==> config.mk <==
export PLATFORM = sky130hd
export DESIGN_NAME = asm_status_monitor_regs
export DESIGN_NICKNAME = d
export VERILOG_FILES = /design/src/common/asm_pkg.sv /design/src/core/asm_pin_sync.sv /design/src/core/asm_offset_hold.sv /design/src/core/asm_status_monitor_regs.sv
export VERILOG_INCLUDE_DIRS = /design/src /design/src/common
export SDC_FILE = /design/constraint.sdc
export NUM_CORES = 1
export LEC_CHECK = 0
export BUFFER_PORTS_ARGS = -buffer_cell sky130_fd_sc_hd__buf_4
export CORE_MARGIN = 2
export CORE_UTILIZATION = 49
export CTS_CLUSTER_DIAMETER = 200
export DETAILED_ROUTE_END_ITERATION = 10
export GPL_ROUTABILITY_DRIVEN = 0
export PLACE_DENSITY = 0.76
export REMOVE_ABC_BUFFERS = 1
export SLEW_MARGIN = 20
export SYNTH_ARGS = -nofsm -noshare
export SYNTH_HDL_FRONTEND = slang
export SYNTH_SLANG_ARGS = --single-unit
==> constraint.sdc <==
create_clock -name ref_clk -period 1.42 [get_ports ref_clk]
set_input_delay 0.284 -clock ref_clk [delete_from_list [all_inputs] [get_ports ref_clk]]
set_output_delay 0.284 -clock ref_clk [all_outputs]
set_load 0.01 [all_outputs]
==> src/common/asm_cfg.svh <==
`ifndef ASM_CFG_SVH
`define ASM_CFG_SVH

// register offsets on the control port
`define ASM_ADDR_PWR_RST   8'h6b
`define ASM_ADDR_MUTE      8'h6c
`define ASM_ADDR_SHORT     8'h6d
`define ASM_ADDR_LDIFF     8'h6e
`define ASM_ADDR_RDIFF     8'h6f
`define ASM_ADDR_LSIGN     8'h70

// field positions and widths
`define ASM_MUTE_DUMMY_L   5
`define ASM_MUTE_DUMMY_R   4
`define ASM_MUTE_ANALOG_L  1
`define ASM_MUTE_ANALOG_R  0
`define ASM_SHORT_LIVE     4
`define ASM_SHORT_LATCHED  0
`define ASM_LSIGN_SIGN     7
`define ASM_CMFB_WIDTH     5
`define ASM_DIFF_WIDTH     8

// writable reserved storage masks
`define ASM_MUTE_RSV_MASK  8'hcc
`define ASM_SHORT_RSV_MASK 8'hee
`define ASM_LSIGN_RSV_MASK 8'h60

// reset values and unmapped read data
`define ASM_RSV_RESET      8'h00
`define ASM_RDATA_RESET    8'h00
`define ASM_UNMAPPED_DATA  8'h00

// pin filter depth in flip-flops
`define ASM_SYNC_STAGES    3

`endif

==> src/common/asm_pkg.sv <==
package asm_pkg;

  typedef struct packed {
    logic offset_comp_power_state;
    logic short_protector_power_state;
    logic impedance_sense_power_state;
    logic impedance_whole_power_state;
    logic left_short_prot_reset_state;
    logic right_short_prot_reset_state;
    logic dac_modulator_reset_state;
    logic dac_element_match_reset_state;
  } asm_pwr_rst_t;

  typedef struct packed {
    logic left_dummy_mute_state;
    logic right_dummy_mute_state;
    logic left_analog_mute_state;
    logic right_analog_mute_state;
  } asm_mute_t;

  typedef struct packed {
    logic       left_offset_sign;
    logic [4:0] left_cmfb_offset_value;
    logic [7:0] left_diff_offset_value;
    logic [7:0] right_diff_offset_value;
  } asm_offset_t;

  typedef struct packed {
    logic       rd;
    logic       wr;
    logic [7:0] addr;
    logic [7:0] wdata;
  } asm_reg_req_t;

  typedef struct packed {
    logic       rvalid;
    logic       err;
    logic [7:0] rdata;
  } asm_reg_rsp_t;

  typedef enum logic [1:0] {
    ASM_CAL_IDLE = 2'b00,
    ASM_CAL_RUN  = 2'b01,
    ASM_CAL_HOLD = 2'b11
  } asm_cal_state_t;

endpackage

==> src/core/asm_pin_sync.sv <==
`timescale 1ns/100ps
`default_nettype none

module asm_pin_sync #(
  parameter int WIDTH = 1
) (
  input  wire logic             ref_clk,
  input  wire logic             resetn,
  input  wire logic [WIDTH-1:0] pin_in,
  output var  logic [WIDTH-1:0] pin_out
);

  logic [WIDTH-1:0] s1_reg;
  logic [WIDTH-1:0] s2_reg;
  logic [WIDTH-1:0] s3_reg;
  logic [WIDTH-1:0] agree;

  // s1 feeds s2 only; nothing else looks at the metastable stage
  always_ff @(posedge ref_clk or negedge resetn) begin
    if (!resetn) begin
      s1_reg <= '0;
      s2_reg <= '0;
      s3_reg <= '0;
    end else begin
      s1_reg <= pin_in;
      s2_reg <= s1_reg;
      s3_reg <= s2_reg;
    end
  end

  assign agree = ~(s2_reg ^ s3_reg);

  // a bit moves only once the second and third stages agree
  always_ff @(posedge ref_clk or negedge resetn) begin
    if (!resetn) begin
      pin_out <= '0;
    end else begin
      pin_out <= (s2_reg & agree) | (pin_out & ~agree);
    end
  end

endmodule

`default_nettype wire

==> src/core/asm_offset_hold.sv <==
`timescale 1ns/100ps
`default_nettype none

module asm_offset_hold (
  input  wire logic                 ref_clk,
  input  wire logic                 resetn,
  input  wire logic                 cal_active,
  input  wire asm_pkg::asm_offset_t cal_value,
  output var  asm_pkg::asm_offset_t held_value,
  output var  logic                 cal_settled
);

  asm_pkg::asm_cal_state_t state_reg;
  asm_pkg::asm_cal_state_t state_next;

  always_comb begin
    state_next = state_reg;
    unique case (state_reg)
      asm_pkg::ASM_CAL_IDLE: if (cal_active) state_next = asm_pkg::ASM_CAL_RUN;
      asm_pkg::ASM_CAL_RUN:  if (!cal_active) state_next = asm_pkg::ASM_CAL_HOLD;
      asm_pkg::ASM_CAL_HOLD: if (cal_active) state_next = asm_pkg::ASM_CAL_RUN;
      default:               state_next = asm_pkg::ASM_CAL_IDLE;
    endcase
  end

  always_ff @(posedge ref_clk or negedge resetn) begin
    if (!resetn) begin
      state_reg <= asm_pkg::ASM_CAL_IDLE;
    end else begin
      state_reg <= state_next;
    end
  end

  // values follow the compensator while it runs and freeze when it ends
  always_ff @(posedge ref_clk or negedge resetn) begin
    if (!resetn) begin
      held_value <= '0;
    end else if (cal_active) begin
      held_value <= cal_value;
    end
  end

  assign cal_settled = (state_reg == asm_pkg::ASM_CAL_HOLD);

endmodule

`default_nettype wire

==> src/core/asm_status_monitor_regs.sv <==
`timescale 1ns/100ps
`default_nettype none
`include "asm_cfg.svh"

module asm_status_monitor_regs (
  input  wire logic                  ref_clk,
  input  wire logic                  resetn,
  input  wire asm_pkg::asm_pwr_rst_t pwr_rst_pins,
  input  wire asm_pkg::asm_mute_t    mute_pins,
  input  wire logic                  live_short_pin,
  input  wire logic                  cal_active,
  input  wire asm_pkg::asm_offset_t  cal_value,
  input  wire asm_pkg::asm_reg_req_t reg_req,
  output var  asm_pkg::asm_reg_rsp_t reg_rsp,
  output var  logic                  cal_settled
);

////////////////////////////////////////////////////////////////////////////////

  asm_pkg::asm_pwr_rst_t pwr_rst_sync;
  asm_pkg::asm_mute_t    mute_sync;
  logic                  live_short_sync;
  asm_pkg::asm_offset_t  offset_held;

  logic [7:0] mute_rsv_reg;
  logic [7:0] short_rsv_reg;
  logic [7:0] lsign_rsv_reg;
  logic       latched_short_flag_reg;
  logic       latched_short_flag_next;

  logic       rd_short;
  logic       wr_mute;
  logic       wr_short;
  logic       wr_lsign;
  logic       addr_hit;
  logic [7:0] rdata_next;

////////////////////////////////////////////////////////////////////////////////
// address decode and read assembly

  function automatic logic known_addr(input logic [7:0] a);
    unique case (a)
      `ASM_ADDR_PWR_RST,
      `ASM_ADDR_MUTE,
      `ASM_ADDR_SHORT,
      `ASM_ADDR_LDIFF,
      `ASM_ADDR_RDIFF,
      `ASM_ADDR_LSIGN: known_addr = 1'b1;
      default:         known_addr = 1'b0;
    endcase
  endfunction

  // merges live read-only bits with reserved storage under a mask
  function automatic logic [7:0] merge_rsv(
    input logic [7:0] live,
    input logic [7:0] rsv,
    input logic [7:0] mask
  );
    merge_rsv = (live & ~mask) | (rsv & mask);
  endfunction

  function automatic logic [7:0] keep_rsv(
    input logic [7:0] old,
    input logic [7:0] wdata,
    input logic [7:0] mask
  );
    keep_rsv = wdata & mask;
    if (mask == 8'h00) begin
      keep_rsv = old;
    end
  endfunction

////////////////////////////////////////////////////////////////////////////////
// status inputs arrive from analog and power control, outside this clock

  asm_pin_sync #(
    .WIDTH ($bits(asm_pkg::asm_pwr_rst_t))
  ) u_pwr_rst_sync (
    .ref_clk (ref_clk),
    .resetn  (resetn),
    .pin_in  (pwr_rst_pins),
    .pin_out (pwr_rst_sync)
  );

  asm_pin_sync #(
    .WIDTH ($bits(asm_pkg::asm_mute_t))
  ) u_mute_sync (
    .ref_clk (ref_clk),
    .resetn  (resetn),
    .pin_in  (mute_pins),
    .pin_out (mute_sync)
  );

  asm_pin_sync #(
    .WIDTH (1)
  ) u_short_sync (
    .ref_clk (ref_clk),
    .resetn  (resetn),
    .pin_in  (live_short_pin),
    .pin_out (live_short_sync)
  );

////////////////////////////////////////////////////////////////////////////////
// offset compensator results; calibration logic runs on ref_clk

  asm_offset_hold u_offset_hold (
    .ref_clk     (ref_clk),
    .resetn      (resetn),
    .cal_active  (cal_active),
    .cal_value   (cal_value),
    .held_value  (offset_held),
    .cal_settled (cal_settled)
  );

////////////////////////////////////////////////////////////////////////////////
// strobes

  assign addr_hit = known_addr(reg_req.addr);
  assign rd_short = reg_req.rd && (reg_req.addr == `ASM_ADDR_SHORT);
  assign wr_mute  = reg_req.wr && (reg_req.addr == `ASM_ADDR_MUTE);
  assign wr_short = reg_req.wr && (reg_req.addr == `ASM_ADDR_SHORT);
  assign wr_lsign = reg_req.wr && (reg_req.addr == `ASM_ADDR_LSIGN);

////////////////////////////////////////////////////////////////////////////////
// reserved storage; only masked bits take a write, the rest is dropped

  always_ff @(posedge ref_clk or negedge resetn) begin
    if (!resetn) begin
      mute_rsv_reg <= `ASM_RSV_RESET;
    end else if (wr_mute) begin
      mute_rsv_reg <= keep_rsv(mute_rsv_reg, reg_req.wdata, `ASM_MUTE_RSV_MASK);
    end
  end

  always_ff @(posedge ref_clk or negedge resetn) begin
    if (!resetn) begin
      short_rsv_reg <= `ASM_RSV_RESET;
    end else if (wr_short) begin
      short_rsv_reg <= keep_rsv(short_rsv_reg, reg_req.wdata, `ASM_SHORT_RSV_MASK);
    end
  end

  always_ff @(posedge ref_clk or negedge resetn) begin
    if (!resetn) begin
      lsign_rsv_reg <= `ASM_RSV_RESET;
    end else if (wr_lsign) begin
      lsign_rsv_reg <= keep_rsv(lsign_rsv_reg, reg_req.wdata, `ASM_LSIGN_RSV_MASK);
    end
  end

////////////////////////////////////////////////////////////////////////////////
// sticky short flag: a short in the clearing cycle survives the read

  always_comb begin
    latched_short_flag_next = latched_short_flag_reg;
    if (rd_short) begin
      latched_short_flag_next = 1'b0;
    end
    if (live_short_sync) begin
      latched_short_flag_next = 1'b1;
    end
  end

  always_ff @(posedge ref_clk or negedge resetn) begin
    if (!resetn) begin
      latched_short_flag_reg <= 1'b0;
    end else begin
      latched_short_flag_reg <= latched_short_flag_next;
    end
  end

////////////////////////////////////////////////////////////////////////////////
// read mux; reading touches nothing but the sticky flag

  always_comb begin
    rdata_next = `ASM_UNMAPPED_DATA;
    unique case (reg_req.addr)
      `ASM_ADDR_PWR_RST: begin
        rdata_next = pwr_rst_sync;
      end
      `ASM_ADDR_MUTE: begin
        rdata_next = merge_rsv(8'h00, mute_rsv_reg, `ASM_MUTE_RSV_MASK);
        rdata_next[`ASM_MUTE_DUMMY_L]  = mute_sync.left_dummy_mute_state;
        rdata_next[`ASM_MUTE_DUMMY_R]  = mute_sync.right_dummy_mute_state;
        rdata_next[`ASM_MUTE_ANALOG_L] = mute_sync.left_analog_mute_state;
        rdata_next[`ASM_MUTE_ANALOG_R] = mute_sync.right_analog_mute_state;
      end
      `ASM_ADDR_SHORT: begin
        rdata_next = merge_rsv(8'h00, short_rsv_reg, `ASM_SHORT_RSV_MASK);
        rdata_next[`ASM_SHORT_LIVE]    = live_short_sync;
        rdata_next[`ASM_SHORT_LATCHED] = latched_short_flag_reg;
      end
      `ASM_ADDR_LDIFF: begin
        rdata_next = offset_held.left_diff_offset_value;
      end
      `ASM_ADDR_RDIFF: begin
        rdata_next = offset_held.right_diff_offset_value;
      end
      `ASM_ADDR_LSIGN: begin
        rdata_next = merge_rsv(8'h00, lsign_rsv_reg, `ASM_LSIGN_RSV_MASK);
        rdata_next[`ASM_LSIGN_SIGN] = offset_held.left_offset_sign;
        rdata_next[`ASM_CMFB_WIDTH-1:0] = offset_held.left_cmfb_offset_value;
      end
      default: begin
        rdata_next = `ASM_UNMAPPED_DATA;
      end
    endcase
  end

  // reset state bits pass straight through; 0 means held in reset

////////////////////////////////////////////////////////////////////////////////
// answer: one cycle after the request, data from flip-flops

  // one process owns the whole response word; unmapped access is flagged, never stored
  always_ff @(posedge ref_clk or negedge resetn) begin
    if (!resetn) begin
      reg_rsp.rdata  <= `ASM_RDATA_RESET;
      reg_rsp.rvalid <= 1'b0;
      reg_rsp.err    <= 1'b0;
    end else begin
      if (reg_req.rd) begin
        reg_rsp.rdata <= rdata_next;
      end
      reg_rsp.rvalid <= reg_req.rd;
      reg_rsp.err    <= (reg_req.rd || reg_req.wr) && !addr_hit;
    end
  end

endmodule

`default_nettype wire

==> results.md <==
* Sink Count at 99
* CTS clk-pin slew, worst paths at ~100 ps
* Slew margin rel. at 0.759
* Power density over the cells at 1150 nW/um^2
* Fin crit share at 0.997
* Clock Latency Late Sink at 370 ps
* Total Die Area at approximately 8400 sq um
* H-tree lvl count at 3
* Synthesized flop and latch total at 99
* Ys flop type: dfrtp_1
* Max Clock Freq at roughly 700 MHz
* Tmin final at 1420 ps
* VDD IR max at 926 uV
* CP Launch Type: flop
* Total track usage at 0.194
* Drt pass-1 iters at 4
* CP Capture Type: flop
* Placed cells at 422
* Number of global-route vias before repair at 2,506
* CP required at 1660 ps
* I/O pin count at 67
* Fin util at 0.652
* CTS tree: yes
* Largest stage delay, worst path at between 400 and 500 ps
* CTS Buf Count at 9
* Post-synthesis async set-or-reset flop share at 1.00
* Yosys warns at 0
* RSZ-0062 raised after global routing: true
* Clock Tree Buf Depth at 2
* Sequential area share after synthesis at 0.661
* Vias per cell at 5.26
* Worst hold path class: in -> reg
* Share of Yosys cell area claimed by the top area cell type at 0.661
* Dpl hpwl at approximately 5.4 mm
* Remaining global-route overflow at 0
* Share of layout cells above drive strength 1 at 0.417
* DRC violations left at 0
* IO buf count at 64
* 1st-iter DRT viols at 62
* Area leader, netlist: dfrtp_1
* Initial antenna violation count at 0
* Cells along the critical path: mux4_2 > and2_4 > a221oi_2 > a21oi_1
* Die Y at 91.5 um
* EDFF count, synth at 0
* Nets at 405
* Area of the mapped netlist at roughly 3700 sq um
* Commonest non-fill, non-tap cell in the layout: dfrtp_1
* Synth-to-Final Area Change at 27.4%
* Most frequent cells in the layout: 99 x dfrtp_1, 83 x buf_4, 24 x mux2_2
* First-pass GRT wire length at 12.4 mm
* Setup WS post-layout at 4.06 ps
* Max cap viols at 0
* Synth Instances at ~250
* Largest net degree at the start of global routing at 40
* Starting Density at 0.512
* Crit path max fanout at 2
* Setup violators final at 0
* WS Path Type: reg -> reg
* Die span in x at 91.5 um
* Vias at between 2,000 and 2,500
* Final Max Slew Viols at 0
* Detailed Route WL at between 7 and 8 mm
* Final hold vios at 0
* Slowest CP cell: mux4_2
* Final Power at ~0.0055 W
* Row count at 31
* CP top delay family: multiplexers
* Least-Margin Pin Slew at roughly 360 ps
* Finished Layout Cells at 449
* Area of the core at 7330 sq um
* Setup Total Neg Slack at 0 ps
* Post-placement worst setup slack at -179 ps
* Worst Path Arrival at 1660 ps
* Status: completed
* Root Buffer: clkbuf_8
* Syn Area/Cell at 15.1 sq um
* Antenna Nets Post-Route at 0
* Synth cell types at 42
* Worst Skew at 13.6 ps
* Critical path buffer and inverter count at 0
* # diodes at 0
* WL/cell at ~17 um
* Ranking of synthesized cells by area: dfrtp_1 66%, mux2_2 7.2%, maj3_1 3.5%
* Lkg Pwr at 2.18 nW
-- Yosys cell counts (all sizes together) (2+ instances only) --
cell	number
dfrtp	99
mux2	38
nor2	14
maj3	13
nand2	12
a21oi	9
clkbuf	6
a31oi	5
a21o	4
and3	4
buf	4
ha	4
a22oi	3
inv	3
mux2i	3
mux4	3
o21ai	3
a222oi	2
a32o	2
a32oi	2
and2b	2
nand3b	2
nor3	2
-- worst paths after layout --
| kind | start | endpoint | slack, ps | depth (start not counted) |
|---|---|---|---|---|
| worst max-delay path | u_offset_hold.held_value[8] | reg_rsp[0] | 4 | 4 |
| worst max register to register | u_offset_hold.held_value[8] | reg_rsp[0] | 4 | 4 |
| worst min register to register | u_mute_sync.s1_reg[3] | u_mute_sync.s2_reg[3] | 350 | 0 |
| max in group asynchronous | resetn | u_pwr_rst_sync.s3_reg[0] | 540 | 3 |
| min in group asynchronous | resetn | u_pwr_rst_sync.s1_reg[5] | 370 | 2 |
| worst min-delay path | mute_pins[2] | u_mute_sync.s1_reg[2] | 20 | 1 |
-- worst reg2reg max path: stages (launching register included) --
cell,delay [ps]
dfrtp_1,410
mux4_2,460
and2_4,170
a221oi_2,170
a21oi_1,90
-- layout make-up --
cell class	instances	area [sq um]
clock buffers	9	124
clock inverters	7	58.8
fillers	547	2550
inverters	3	11.3
multi-input cells	136	1210
flip-flops and latches	99	2480
well taps	99	124
repair buffers	96	774
-- stage by stage --
stage | hold slack (ps) | instance area, sq um
2_1_floorplan | -11.6 | 3690
3_3_place_gp | 215 | 4480
3_5_place_dp | 221 | 4480
4_1_cts | 4.46 | 4710
5_1_grt | 0.377 | 4780
6_report | 22.8 | 4780
-- logic make-up after synthesis --
kind of cell,after synthesis,share of synthesized area
flops,99,0.661
mux,44,0.147
simple gates,43,0.0657
compound gates,32,0.0601
fa+ha+maj,17,0.0480
buf+inv,13,0.0184
-- metal layers --
layer,global-route usage,vias up,routed length (um)
met2,0.299,71,3680
met1,0.252,1202,3200
met5,0,-,0
met4,0.0972,0,130
li1,-,1077,-
met3,0.0523,10,408
-- timing repair --
item,CTS,global route
buffers inserted,0,1
hold buffers,5,5
hold endpoints to repair,27,5
setup endpoints to repair,3,5
resized for setup,3,2
pin swaps,3,1
-- where the power goes --
| part | internal, W | leakage, nW | switching (W) |
|---|---|---|---|
| sequential | 0.00302 | 1.18 | 0.000121 |
| clock | 0.000661 | 0.0868 | 0.000995 |
| combinational | 0.000400 | 0.917 | 0.000291 |
| total | 0.00408 | 2.18 | 0.00141 |
(Power assumes the default switching activity.)
